[config.mk]
export PLATFORM = sky130hd
export DESIGN_NAME = rate_limiter
export DESIGN_NICKNAME = d
export VERILOG_FILES = /design/src/rate_pkg.sv /design/src/rate_limiter.sv /design/src/tlv_check.sv
export SDC_FILE = /design/constraint.sdc
export NUM_CORES = 2
export LEC_CHECK = 0
export BUFFER_PORTS_ARGS = -buffer_cell sky130_fd_sc_hd__buf_2
export CAP_MARGIN = 10
export CORE_ASPECT_RATIO = 0.8
export CORE_MARGIN = 2
export CORE_UTILIZATION = 35
export DETAILED_ROUTE_END_ITERATION = 8
export GPL_TIMING_DRIVEN = 0
export PLACE_DENSITY = 0.45
export SYNTH_ARGS = -nofsm -noshare
export SYNTH_HDL_FRONTEND = slang
export SYNTH_SLANG_ARGS = --single-unit
[constraint.sdc]
create_clock -name CLK_I -period 73 [get_ports CLK_I]
set_clock_uncertainty 0.15 [all_clocks]
set_input_delay 10.95 -clock CLK_I [delete_from_list [all_inputs] [get_ports CLK_I]]
set_output_delay 10.95 -clock CLK_I [all_outputs]
set_load 0.1 [all_outputs]
[src/rate_pkg.sv]
package rate_pkg;

  // ****************************************************************
  // Clock and credit scaling
  // ****************************************************************
  localparam int unsigned      CLK_PERIOD_NS = 40;                  // 25 MHz clock
  localparam longint unsigned  NS_PER_S      = 64'd1_000_000_000;
  localparam longint unsigned  CLK_HZ        = NS_PER_S / CLK_PERIOD_NS;
  localparam longint unsigned  BITS_PER_BYTE = 64'd8;
  // Credit units per byte: rate in bit/s is added once per cycle
  localparam logic [63:0]      SCALE         = 64'(BITS_PER_BYTE * CLK_HZ);

  // ****************************************************************
  // Register map and fields
  // ****************************************************************
  localparam logic [7:0] ADDR_CTRL   = 8'h00;  // Enable, police, autoload
  localparam logic [7:0] ADDR_RATE   = 8'h04;  // Sustained rate, bit/s
  localparam logic [7:0] ADDR_BURST  = 8'h08;  // Bucket size, bytes
  localparam logic [7:0] ADDR_PRIO   = 8'h0c;  // Flow priority
  localparam logic [7:0] ADDR_STATUS = 8'h10;  // Clamp flag, parse result
  localparam logic [7:0] ADDR_CREDIT = 8'h14;  // Whole bytes of credit
  localparam logic [7:0] ADDR_VIOL   = 8'h18;  // Violation count
  localparam int unsigned CTRL_EN     = 0;
  localparam int unsigned CTRL_POLICE = 1;
  localparam int unsigned CTRL_AUTO   = 2;
  localparam int unsigned ST_CLAMP    = 0;
  localparam int unsigned ST_OK       = 1;
  localparam int unsigned ST_ERR_LSB  = 8;
  localparam logic [31:0] BURST_MIN   = 32'h0000_05f2;  // 1522 bytes
  localparam logic [31:0] BURST_DEF   = 32'h0000_0be4;  // 3044 bytes

  // ****************************************************************
  // Encoding subtypes, lengths and error flags
  // ****************************************************************
  localparam logic [7:0] ST_ERR      = 8'h05;  // Error encoding
  localparam logic [7:0] ST_PRIO     = 8'h07;  // Priority, first QoS type
  localparam logic [7:0] ST_RATE     = 8'h08;
  localparam logic [7:0] ST_BURST    = 8'h09;
  localparam logic [7:0] EST_PARAM   = 8'h01;  // Errored parameter item
  localparam logic [7:0] EST_CODE    = 8'h02;  // Error code item
  localparam logic [7:0] EST_MSG     = 8'h03;  // Error message item
  localparam logic [7:0] LEN_BYTE    = 8'h01;
  localparam logic [7:0] LEN_WORD    = 8'h04;
  localparam logic [7:0] PRIO_MAX    = 8'h07;
  localparam logic [7:0] CODE_OK     = 8'h00;
  localparam logic [8:0] ENC_LAST    = 9'h0ff;  // 256th byte is too long
  localparam int unsigned E_LONG = 0;  // Too long or truncated
  localparam int unsigned E_DUP  = 1;  // Repeated QoS type
  localparam int unsigned E_PARAM = 2; // Errored-parameter item bad
  localparam int unsigned E_CODE = 3;  // Error-code item bad
  localparam int unsigned E_CODE0 = 4; // Success code in error set
  localparam int unsigned E_MSG  = 5;  // Message repeated or unterminated
  localparam int unsigned E_QOSV = 6;  // Bad QoS length or priority
  localparam int unsigned E_MIX  = 7;  // Error set beside QoS params

  typedef enum logic [2:0] {P_TYPE, P_LEN, P_VAL, P_ETYPE, P_ELEN, P_EVAL} phase_t;

  // Parse result handed to the limiter
  typedef struct packed {
    logic        done;
    logic [7:0]  err;
    logic [31:0] rate;
    logic        rate_ok;
    logic [31:0] burst;
    logic        burst_ok;
    logic [2:0]  prio;
  } parse_res_t;

endpackage

[src/rate_limiter.sv]
// Contract
// - Error set holds exactly one one-byte errored-parameter item
// - Error set holds exactly one one-byte error code
// - Error code zero is never valid
// - At most one zero-terminated error message
// - Whole encoding shorter than 256 bytes
// - Each QoS type at most once
// - Priority 0..7, absent means 0
// - Priority favours delay, overrides nothing else
// - Priority steers contention request choice
// - Count bytes after header check through CRC
// - Bytes per interval within T*R/8 plus B
// - Zero or absent rate means no limit
// - Never request beyond the interval limit
// - Hold over-limit packets until conforming
// - Headend may drop over-limit data
// - Report violations, allow policing margin
// - Rate is four bytes, bit per second
// - Downstream queues excess until bound allows
// - Bucket minimum 1522, default 3044 bytes
// - Bucket ignored unless rate non-zero
// - Error encoding excludes QoS parameters
//
// Chosen here: register access over APB and the placing of the registers.
`timescale 1ns/1ns
`default_nettype none

module rate_limiter
  import rate_pkg::*;
#(
  parameter int unsigned POLICE_MARGIN = 64  // Policing slack, bytes
) (
  input  wire logic        CLK_I,
  input  wire logic        RSTN_I,
  input  wire logic        CE_I,         // Freezes all state when low
  // APB slave
  input  wire logic        PSEL_I,
  input  wire logic        PENABLE_I,
  input  wire logic        PWRITE_I,
  input  wire logic [7:0]  PADDR_I,
  input  wire logic [31:0] PWDATA_I,
  output logic [31:0]      PRDATA_O,
  output logic             PREADY_O,
  output logic             PSLVERR_O,
  // Encoding byte stream
  input  wire logic        TLV_VALID_I,
  input  wire logic [7:0]  TLV_DATA_I,
  input  wire logic        TLV_LAST_I,
  output logic             TLV_DONE_O,
  output logic [7:0]       TLV_ERR_O,
  // Packet or request admission
  input  wire logic        PKT_VALID_I,
  input  wire logic [15:0] PKT_LEN_I,    // Bytes after header check to CRC
  output logic             PKT_READY_O,
  output logic             PKT_DROP_O,
  output logic             VIOL_O,
  output logic [2:0]       PRIO_O
);

  // ****************************************************************
  // State
  // ****************************************************************
  typedef struct packed {
    logic [2:0]  ctrl;       // Control bits
    logic [31:0] rate;       // Sustained rate, bit/s
    logic [31:0] burst;      // Bucket size, bytes
    logic [2:0]  prio;       // Flow priority
    logic        clamp;      // Bucket write raised to minimum
    logic [63:0] credit;     // Byte credit in fine units
    logic [31:0] viol;       // Violation count
    logic        pready;     // APB answer
    logic [31:0] prdata;
    logic        pslverr;
    logic        pkt_ready;  // Admission pulse
    logic        pkt_drop;   // Discard pulse
    logic        viol_p;     // Violation pulse
  } lim_st_t;

  lim_st_t    s_q, s_d;     // Registered state and next value
  parse_res_t res;          // Parser result
  logic [63:0] cap;         // Bucket size in fine units
  logic [63:0] cost;        // Packet length in fine units
  logic [63:0] margin;      // Policing slack in fine units
  logic [63:0] sum;         // Credit after refill
  logic        limit_on;    // Limit is enforced
  logic        reload;      // Refill bucket after reconfiguration
  logic        clamp_set;   // Autoload raised the bucket this cycle
  logic        hit;         // Address decodes
  logic [31:0] rd;          // Read mux
  logic [31:0] bw;          // Clamped bucket value

  // ****************************************************************
  // Encoding checker
  // ****************************************************************
  tlv_check u_check (
    .clk_i   (CLK_I),
    .rstn_i  (RSTN_I),
    .ce_i    (CE_I),
    .valid_i (TLV_VALID_I),
    .data_i  (TLV_DATA_I),
    .last_i  (TLV_LAST_I),
    .res_o   (res)
  );

  // ****************************************************************
  // Read mux and decode
  // ****************************************************************
  always_comb begin
    hit = 1'b1;
    rd  = '0;
    case (PADDR_I)
      // Control bits
      ADDR_CTRL:   rd = 32'(s_q.ctrl);
      // Rate and bucket
      ADDR_RATE:   rd = s_q.rate;
      ADDR_BURST:  rd = s_q.burst;
      // Priority
      ADDR_PRIO:   rd = 32'(s_q.prio);
      // Status: clamp flag, last parse outcome
      ADDR_STATUS: begin
        rd[ST_CLAMP] = s_q.clamp;
        rd[ST_OK]    = (res.err == '0);
        rd[ST_ERR_LSB +: 8] = res.err;
      end
      // Whole bytes of credit
      ADDR_CREDIT: rd = 32'(s_q.credit / SCALE);
      // Violations seen
      ADDR_VIOL:   rd = s_q.viol;
      // Unmapped
      default:     hit = 1'b0;
    endcase
  end

  // ****************************************************************
  // Next state
  // ****************************************************************
  always_comb begin
    s_d = s_q;
    s_d.pkt_ready = 1'b0;
    s_d.pkt_drop  = 1'b0;
    s_d.viol_p    = 1'b0;
    reload = 1'b0;
    clamp_set = 1'b0;
    bw     = '0;

    // Bucket size and packet cost in credit units
    cap    = 64'(s_q.burst) * SCALE;
    cost   = 64'(PKT_LEN_I) * SCALE;
    margin = 64'(POLICE_MARGIN) * SCALE;

    // Limit only with a non-zero rate; bucket ignored otherwise
    limit_on = s_q.ctrl[CTRL_EN] && (s_q.rate != '0);

    // Refill: R bits per second is R/8 bytes, capped at B
    sum = s_q.credit + 64'(s_q.rate);
    if (limit_on) begin
      s_d.credit = (sum > cap) ? cap : sum;
    end else begin
      // Bucket kept full while unlimited
      s_d.credit = cap;
    end

    // Admission; source holds request until the ready pulse
    if (PKT_VALID_I && !s_q.pkt_ready) begin
      if (!limit_on) begin
        // No maximum enforced
        s_d.pkt_ready = 1'b1;
      end else if (s_d.credit >= cost) begin
        // Conforming: spend credit
        s_d.pkt_ready = 1'b1;
        s_d.credit = s_d.credit - cost;
      end else if (s_q.ctrl[CTRL_POLICE]) begin
        // Policing: take the item, discard unless within slack
        s_d.pkt_ready = 1'b1;
        if (s_d.credit + margin >= cost) begin
          s_d.credit = '0;
        end else begin
          s_d.pkt_drop = 1'b1;
          s_d.viol_p   = 1'b1;
        end
      end
      // Shaping: otherwise wait with ready low until conforming
    end

    // Violation count for the policy function
    if (PSEL_I && PENABLE_I && s_q.pready && PWRITE_I && PADDR_I == ADDR_VIOL) begin
      // Software clear, a same-cycle event still counts
      s_d.viol = '0;
    end
    if (s_d.viol_p) begin
      s_d.viol = s_d.viol + 32'h0000_0001;
    end

    // Load a clean parse result when autoload is set
    if (s_q.ctrl[CTRL_AUTO] && res.done && res.err == '0) begin
      s_d.rate = res.rate_ok ? res.rate : '0;
      if (!res.burst_ok) begin
        // Absent bucket takes the default
        s_d.burst = BURST_DEF;
      end else if (res.burst < BURST_MIN) begin
        s_d.burst = BURST_MIN;
        s_d.clamp = 1'b1;
        clamp_set = 1'b1;
      end else begin
        s_d.burst = res.burst;
      end
      s_d.prio = res.prio;
      reload = 1'b1;
    end

    // APB access phase: one wait state, then answer
    if (PSEL_I && PENABLE_I && !s_q.pready) begin
      s_d.pready  = 1'b1;
      s_d.prdata  = rd;
      s_d.pslverr = !hit;
    end else begin
      s_d.pready  = 1'b0;
      s_d.prdata  = '0;
      s_d.pslverr = 1'b0;
    end

    // APB write takes effect on the answering edge
    if (PSEL_I && PENABLE_I && s_q.pready && PWRITE_I) begin
      case (PADDR_I)
        // Control
        ADDR_CTRL: begin
          s_d.ctrl = PWDATA_I[2:0];
          reload = 1'b1;
        end
        // Rate, four bytes
        ADDR_RATE: begin
          s_d.rate = PWDATA_I;
          reload = 1'b1;
        end
        // Bucket, raised to the minimum
        ADDR_BURST: begin
          bw = (PWDATA_I < BURST_MIN) ? BURST_MIN : PWDATA_I;
          s_d.burst = bw;
          if (PWDATA_I < BURST_MIN) begin
            s_d.clamp = 1'b1;
          end
          reload = 1'b1;
        end
        // Priority
        ADDR_PRIO: begin
          s_d.prio = PWDATA_I[2:0];
        end
        // Write one clears the clamp flag; a same-cycle set wins
        ADDR_STATUS: begin
          if (PWDATA_I[ST_CLAMP]) begin
            s_d.clamp = clamp_set;
          end
        end
        // Others ignored here; ADDR_VIOL clears the count above
        default: begin
          s_d.clamp = s_d.clamp;
        end
      endcase
    end

    // Reconfiguration starts from a full bucket
    if (reload) begin
      s_d.credit = 64'(s_d.burst) * SCALE;
    end
  end

  // ****************************************************************
  // State register
  // ****************************************************************
  always_ff @(posedge CLK_I or negedge RSTN_I) begin
    if (!RSTN_I) begin
      s_q        <= '0;
      s_q.burst  <= BURST_DEF;
      s_q.credit <= 64'(BURST_DEF) * SCALE;
    end else if (CE_I) begin
      s_q <= s_d;
    end
  end

  // ****************************************************************
  // Outputs, all from flip-flops
  // ****************************************************************
  assign PRDATA_O    = s_q.prdata;
  assign PREADY_O    = s_q.pready;
  assign PSLVERR_O   = s_q.pslverr;
  assign PKT_READY_O = s_q.pkt_ready;
  assign PKT_DROP_O  = s_q.pkt_drop;
  assign VIOL_O      = s_q.viol_p;
  // Priority for delay, buffering and request choice
  assign PRIO_O      = s_q.prio;
  assign TLV_DONE_O  = res.done;
  assign TLV_ERR_O   = res.err;

endmodule

`default_nettype wire

[src/tlv_check.sv]
`timescale 1ns/1ns
`default_nettype none

module tlv_check
  import rate_pkg::*;
(
  input  wire logic       clk_i,
  input  wire logic       rstn_i,
  input  wire logic       ce_i,
  input  wire logic       valid_i,  // One encoding byte
  input  wire logic [7:0] data_i,
  input  wire logic       last_i,   // Final byte of the encoding
  output parse_res_t      res_o
);

  // ****************************************************************
  // State
  // ****************************************************************
  typedef struct packed {
    phase_t      ph;        // Parse phase
    logic [7:0]  typ;       // Outer subtype
    logic [7:0]  ityp;      // Inner error item subtype
    logic [7:0]  left;      // Outer value bytes left
    logic [7:0]  ileft;     // Inner value bytes left
    logic [31:0] acc;       // Value shifter
    logic [8:0]  count;     // Bytes seen
    logic [255:0] seen;     // QoS types seen
    logic [1:0]  c1, c2, c3;  // Error item counts
    logic        err_seen;
    logic        qos_seen;
    parse_res_t  w;         // Working result
    parse_res_t  res;       // Published result
  } tlv_st_t;

  tlv_st_t s_q, s_d;
  logic [7:0] b;

  // Next state per byte
  always_comb begin
    s_d = s_q;
    b = data_i;
    s_d.res.done = 1'b0;
    if (valid_i) begin
      if (s_q.count >= ENC_LAST) s_d.w.err[E_LONG] = 1'b1;
      else s_d.count = s_q.count + 9'h001;
      unique case (s_q.ph)
        P_TYPE: begin
          s_d.typ = b;
          if (b >= ST_PRIO) begin
            if (s_q.seen[b]) s_d.w.err[E_DUP] = 1'b1;
            s_d.seen[b] = 1'b1;
            s_d.qos_seen = 1'b1;
          end
          if (b == ST_ERR) s_d.err_seen = 1'b1;
          s_d.ph = P_LEN;
        end
        P_LEN: begin
          s_d.left = b;
          s_d.acc = '0;
          if ((s_q.typ == ST_PRIO && b != LEN_BYTE) ||
              ((s_q.typ == ST_RATE || s_q.typ == ST_BURST) && b != LEN_WORD))
            s_d.w.err[E_QOSV] = 1'b1;
          if (b == '0) s_d.ph = P_TYPE;
          else s_d.ph = (s_q.typ == ST_ERR) ? P_ETYPE : P_VAL;
        end
        P_VAL: begin
          s_d.acc = {s_q.acc[23:0], b};
          s_d.left = s_q.left - 8'h01;
          if (s_q.left == LEN_BYTE) begin
            s_d.ph = P_TYPE;
            if (s_q.typ == ST_PRIO) begin
              if (b > PRIO_MAX) s_d.w.err[E_QOSV] = 1'b1;
              else s_d.w.prio = b[2:0];
            end
            if (s_q.typ == ST_RATE) {s_d.w.rate, s_d.w.rate_ok} = {s_d.acc, 1'b1};
            if (s_q.typ == ST_BURST) {s_d.w.burst, s_d.w.burst_ok} = {s_d.acc, 1'b1};
          end
        end
        P_ETYPE: begin
          s_d.ityp = b;
          s_d.left = s_q.left - 8'h01;
          if (b == EST_PARAM && s_q.c1 != 2'h3) s_d.c1 = s_q.c1 + 2'h1;
          if (b == EST_CODE && s_q.c2 != 2'h3) s_d.c2 = s_q.c2 + 2'h1;
          if (b == EST_MSG && s_q.c3 != 2'h3) s_d.c3 = s_q.c3 + 2'h1;
          s_d.ph = P_ELEN;
          if (s_q.left == LEN_BYTE) s_d.ph = P_TYPE;  // Item cut short
        end
        P_ELEN: begin
          s_d.ileft = b;
          s_d.left = s_q.left - 8'h01;
          if (s_q.ityp == EST_PARAM && b != LEN_BYTE) s_d.w.err[E_PARAM] = 1'b1;
          if (s_q.ityp == EST_CODE && b != LEN_BYTE) s_d.w.err[E_CODE] = 1'b1;
          if (s_q.ityp == EST_MSG && b == '0) s_d.w.err[E_MSG] = 1'b1;
          if (b > s_d.left) s_d.w.err[E_LONG] = 1'b1;
          if (b == '0) s_d.ph = (s_d.left == '0) ? P_TYPE : P_ETYPE;
          else s_d.ph = P_EVAL;
        end
        P_EVAL: begin
          s_d.left = s_q.left - 8'h01;
          s_d.ileft = s_q.ileft - 8'h01;
          if (s_q.ityp == EST_CODE && b == CODE_OK) s_d.w.err[E_CODE0] = 1'b1;
          if (s_q.ityp == EST_MSG && s_q.ileft == LEN_BYTE && b != '0)
            s_d.w.err[E_MSG] = 1'b1;
          if (s_q.ileft == LEN_BYTE || s_q.left == LEN_BYTE)
            s_d.ph = (s_q.left == LEN_BYTE) ? P_TYPE : P_ETYPE;
        end
        default: s_d.ph = P_TYPE;
      endcase
      if (last_i) begin
        s_d.res = s_d.w;
        s_d.res.done = 1'b1;
        if (s_d.ph != P_TYPE) s_d.res.err[E_LONG] = 1'b1;
        if (s_d.err_seen) begin
          if (s_d.c1 != 2'h1) s_d.res.err[E_PARAM] = 1'b1;
          if (s_d.c2 != 2'h1) s_d.res.err[E_CODE] = 1'b1;
          if (s_d.c3 > 2'h1) s_d.res.err[E_MSG] = 1'b1;
          if (s_d.qos_seen) s_d.res.err[E_MIX] = 1'b1;
        end
        s_d.ph = P_TYPE;
        {s_d.count, s_d.seen, s_d.c1, s_d.c2, s_d.c3} = '0;
        {s_d.err_seen, s_d.qos_seen, s_d.w} = '0;
      end
    end
  end

  // State register, frozen while ce_i is low
  always_ff @(posedge clk_i or negedge rstn_i) begin
    if (!rstn_i) s_q <= '0;
    else if (ce_i) s_q <= s_d;
  end

  assign res_o = s_q.res;

endmodule

`default_nettype wire

# Word level (Yosys, flattened, before mapping)

Index checks and enable logic that the tools add are counted.

Register bits after elaboration: 690
Bits of input ports: 73
Output and inout bits: 49
Logic and storage cells: 259

Add/subtract/negate cells: 10
Multiply operators: 3
Divide/modulo/power cells: 1
Order comparisons: 12
Equality and inequality tests: 32
Mux-type cells: 108
Bitwise operators: 1
Reduce and logical (&&, ||, !) cells: 53

Operators with widths:

| operator                                                     | count |
|---|---|
| 2-to-1 mux 256 bit                                           | 2 |
| 2-to-1 mux 64 bit                                            | 8 |
| 2-to-1 mux 429 bit                                           | 1 |
| 2-to-1 mux 32 bit                                            | 8 |
| bitwise OR 256 bit                                           | 1 |
| 2-to-1 mux 69 bit                                            | 2 |
| 2-to-1 mux 68 bit                                            | 2 |
| greater-or-equal comparator 64 x 44 -> 1 bit                 | 2 |
| multiplier 32 x 19 -> 51 bit, second input constant          | 2 |
| 2-to-1 mux 78 bit                                            | 1 |
| 2-to-1 mux 33 bit                                            | 2 |
| adder 64 x 32 -> 64 bit                                      | 1 |
| adder 64 x 34 -> 64 bit, second input constant               | 1 |
| divider 64 x 28 -> 64 bit, second input constant             | 1 |
| greater-than comparator 64 x 60 -> 1 bit                     | 1 |
| less-than comparator 32 x 11 -> 1 bit, second input constant | 2 |
| one-hot mux 16 bit (4 select lines)                          | 1 |
| subtractor 64 x 44 -> 64 bit                                 | 1 |
| one-hot mux 24 bit (2 select lines)                          | 1 |
| 2-to-1 mux 1 bit                                             | 41 |
| one-hot mux 8 bit (5 select lines)                           | 1 |
| 2-to-1 mux 3 bit                                             | 12 |
| one-hot mux 6 bit (6 select lines)                           | 1 |
| multiplier 16 x 19 -> 35 bit, second input constant          | 1 |
| 48 further kinds                                             | 124 |

# Longest topological paths before layout

Depth after elaboration: 12
Mapped depth: 195
Depth with buffers taken out: 155

# Hierarchy

A second synthesis with hierarchy kept.

Cell total of the unflattened synthesis: 11356
Area total of the unflattened synthesis: 97810.1 um^2

By module, submodules not included:

| module       | instances | cells an instance | area each (um^2) | seq. area each (um^2) |
|---|---|---|---|---|
| rate_limiter | 1         | 9191              | 75531.2          | 5111.2 |
| tlv_check    | 1         | 2165              | 22278.9          | 12161.7 |

# Least setup slack after synthesis

Ideal clock, no wire load.

Path kind: register to register
Start: reg s_q[115] in the netlist's numbering
End: reg s_q, in the netlist PRDATA_O[0]
Setup time: 0.066 ns
Arrival time: 43.396 ns
Required time: 72.784 ns
Setup slack: 29.388 ns
Stages on the path, launching flop included: 168
Buffers on the path: 14
Period minus slack after synthesis: 43.612 ns
Path through: dfrtp_1 -> buf_4 -> or4_1 -> buf_2 -> o211ai_4 -> a21o_1 -> xnor2_1 -> a41oi_2 -> buf_4 -> a2111oi_0 -> a311oi_1 -> or2_1 -> o31a_1 -> nor3_2 -> mux2_2 -> a2111oi_4 -> a211oi_2 -> a211oi_2 -> [132 not listed] -> a41oi_1 -> o41a_1 -> o21a_1 -> o31ai_2 -> xor2_1 -> nand2_1 -> o31a_1 -> o21a_1 -> o21a_4 -> xnor2_1 -> a211oi_1 -> a41oi_1 -> o21ai_2 -> a41o_1 -> a21o_1 -> or4b_1 -> a2111oi_0 -> a221o_1

Cells in the longest elaborated chain, start to end: 3

Ends and longest elaborated chain:

| item                               | RTL line            | source |
|---|---|---|
| from (decl)                        | rate_limiter.sv:79  | `lim_st_t s_q, s_d;` |
| divider 64 x 28 -> 64 bit          | rate_limiter.sv:126 | `ADDR_CREDIT: rd = 32'(s_q.credit / SCALE);` |
| one-hot mux 2 bit (7 select lines) | rate_limiter.sv:111 | `case (PADDR_I)` |
| 2-to-1 mux 34 bit                  | rate_limiter.sv:212 | `if (PSEL_I && PENABLE_I && !s_q.pready) begin` |

Every way passes these cells.
A chain may end at the register's enable or synchronous reset.

# Worst setup path in the final report

Start: reg s_q[117] in the netlist's numbering
End: reg s_q, in the netlist PRDATA_O[0]

The elaborated chain is that of the path after synthesis.

==> metrics.cfg <==
[placement]
placed_area_sq_um=99260
hpwl_microns=304500
port_buffers=117
place.gp.congestion=0.9399

[worst_hold_path]
hp-class=register to register

[routing]
drt_iter0_drc=8432
vias=86221
dr.pass1.iters=9
drt-total-wl_microns=369200
wl_met2_microns=146800
viasPerCell=5.797
met3WireLength_microns=29600
met1_length_microns=187300
top_layer=met5
wl_per_cell_microns=24.82
drc=0
ant_nets=0

[grt]
antenna_found_initial=25
grtUsageTotal_pct=26.58
grt_pass1_vias=82766
grt_pass1_wl_microns=550400
grt_max_degree=120
grt_overflow=0

[cells_and_area]
area_delta_synth_final_pct=9.153
drive_above_1_share_pct=8.245
layout_common_cells=inv_1, nor2_1, a21oi_1
nFillCells=27261
layout_commonest_cell=inv_1
regArea_sq_um=17270
fin_nets=12726
multi_input_area_sq_um=69740
final_area_sq_um=102300

[timing]
slew_viol_final=0
fin_hold_ws_ps=329.9
finalSetupViolations=0
period_share_pct=80.54
rsz0062_at_grt=no
layout_min_cycle_time_ps=58790
slew_headroom_pct=5.329
finalHoldViolCount=0
tns_ps=0
max_freq_mhz=17.01
tightest_slew_ps=1420

[run]
drv_cap=0

[synthesis]
yosys_warnings=0
synth-async-reset-ratio_pct=100.0
synth_compound_area_share_pct=22.58
synth-xor-area-share_pct=7.213
syn_inst=11047
synthAdderAreaFrac_pct=23.89
ys_types=163
synthMuxAreaShare_pct=4.033
yosys_most_used_dff=dfrtp_1
ys_ff_latch=689
avgSynthCellArea_sq_um=8.487
synth_top_family_by_area=adder cells
syn-num-nets=12481
synth_simple_gate_area_share_pct=16.60
yosysSeqAreaShare_pct=18.42
synth_area_sq_um=93760
synth_edf_count=0

[clock_tree]
cts_resized=0
clock_latency_ps=760
cts_max_level=3
postCtsSetupBuffers=0
postCtsHoldBufs=0
tritoncts=yes
cts.sinks=689
clockBufferDepth=3
clockRootBuffer=clkbuf_16
clk_pin_slew_ps=60
cts_buffers=86

[critical_path]
path_max_fanout=10
worstPathRequired_ps=73500
slowest_delay_ps=840
path_class=register to register
cp-start-kind=register
crit_arrival_ps=59290
slowest_stage=a221oi_1
endpoint_kind=register

[die]
die_h_microns=466.9
die_area_sq_um=272100
start_util_pct=35.27
io_pins=122
core_area_sq_um=265800
die_width_microns=582.7
rows=169

[status]
status=finished clean

cell usage after synthesis, drive strengths merged, types with 33 or more instances:
cell     instances  area (sq um)
clkbuf         332          1251
mux2            71         803.3
or2             77         481.7
a21o           131         985.9
or4             35         270.3
or3             72         450.4
a31o            40         350.3
fa             686         13730
nor3b           33         269.0
inv           1213          4553
o211ai         115         929.6
a21boi          45         360.3
xnor2          562          5024
mux2i          104          1041
nor4            98         759.5
nor3           306          1599
o31a            40         350.3
a22oi           78         614.3
nand4           91         611.8
and2            98         613.1
a211oi          92         805.8
o31ai           65         578.1
o21a            89         676.9
a31oi          165          1100
xor2           196          1739
o21bai         101         758.2
and3           115         719.4
nor2           936          3528
o21ai          564          2872
mux4            86          1937
a22o           100         877.1
dfrtp          664         16620
o2111ai         33         295.3
a21oi          886          4584
nor2b           70         437.9
nand3          239          1211
ha             675          8446
o22ai           69         450.4
nand2b         103         644.4
nand2          808          3043
buf            169          1001
layout make-up:
type | instances | area share, %
buffer | 501 | 2.204
clock inverter | 33 | 0.4658
clock buffer | 127 | 2.449
timing repair buffer | 157 | 1.108
sequential | 689 | 16.88
antenna | 5 | 0.01223
inverter | 1214 | 4.453
tap | 3505 | 4.285
multi-input combinational | 8643 | 68.15
critical path: cells and delay by family, from the launching register on:
| family | cells | cell delay, ps |
|---|---|---|
| flip-flops | 1 | 410 |
| AO/OA/AOI/OAI | 102 | 35240 |
| multiplexers | 4 | 1530 |
| AND/OR/NAND/NOR | 32 | 10060 |
| XOR/XNOR | 16 | 6740 |
| buffers and inverters | 13 | 4380 |
kinds of logic (layout without fill, tap and decap cells):
| kind of cell | after synthesis | after routing |
|---|---|---|
| AND/OR/NAND/NOR | 3182 | 3182 |
| flip-flops | 689 | 689 |
| other | 0 | 5 |
| adder cells (fa/ha/maj) | 1383 | 1383 |
| AO/OA/AOI/OAI | 3059 | 3059 |
| XOR/XNOR | 758 | 758 |
| multiplexers | 261 | 261 |
| buffers and inverters | 1715 | 2032 |
metrics by stage:
stage               setup slack, ps  instances  util [%]
detailed placement            15540      14702     37.34
global placement              15480      14669     37.14
floorplan                     29390      11047         -
finish                        14210      14874     38.50
CTS                           15330      14862     38.47
global route                   9985      14870     38.50
state kept, by name (all words and copies together) (netlist names):
name / cells
PKT_DROP_O: 1
PKT_READY_O: 1
PRDATA_O: 32
PREADY_O: 1
PRIO_O: 3
PSLVERR_O: 1
s_q: 164
u_check.res_o: 78
u_check.s_q: 408
path summary, 6_finish.rpt:
kind / from / endpoint / slack, ps / depth (start not counted)
setup / recovery: s_q[117] / PRDATA_O[0] / 14210 / 167
hold / removal: PRDATA_O[18] / PRDATA_O[18] / 330 / 1
setup reg to reg: s_q[117] / PRDATA_O[0] / 14210 / 167
hold reg to reg: PRDATA_O[18] / PRDATA_O[18] / 330 / 1
max in group asynchronous: RSTN_I / u_check.s_q[107] / 60620 / 4
min in group asynchronous: RSTN_I / PRDATA_O[13] / 10060 / 1
routing by layer:
layer | track usage [%] | vias up
li1 | - | 39665
met1 | 42.24 | 43275
met2 | 36.96 | 2993
met3 | 5.199 | 286
met4 | 3.917 | 2
met5 | 0 | -
Power is not shown: default switching activity piles up to over one toggle a cycle in this logic, so the estimate is an artifact.
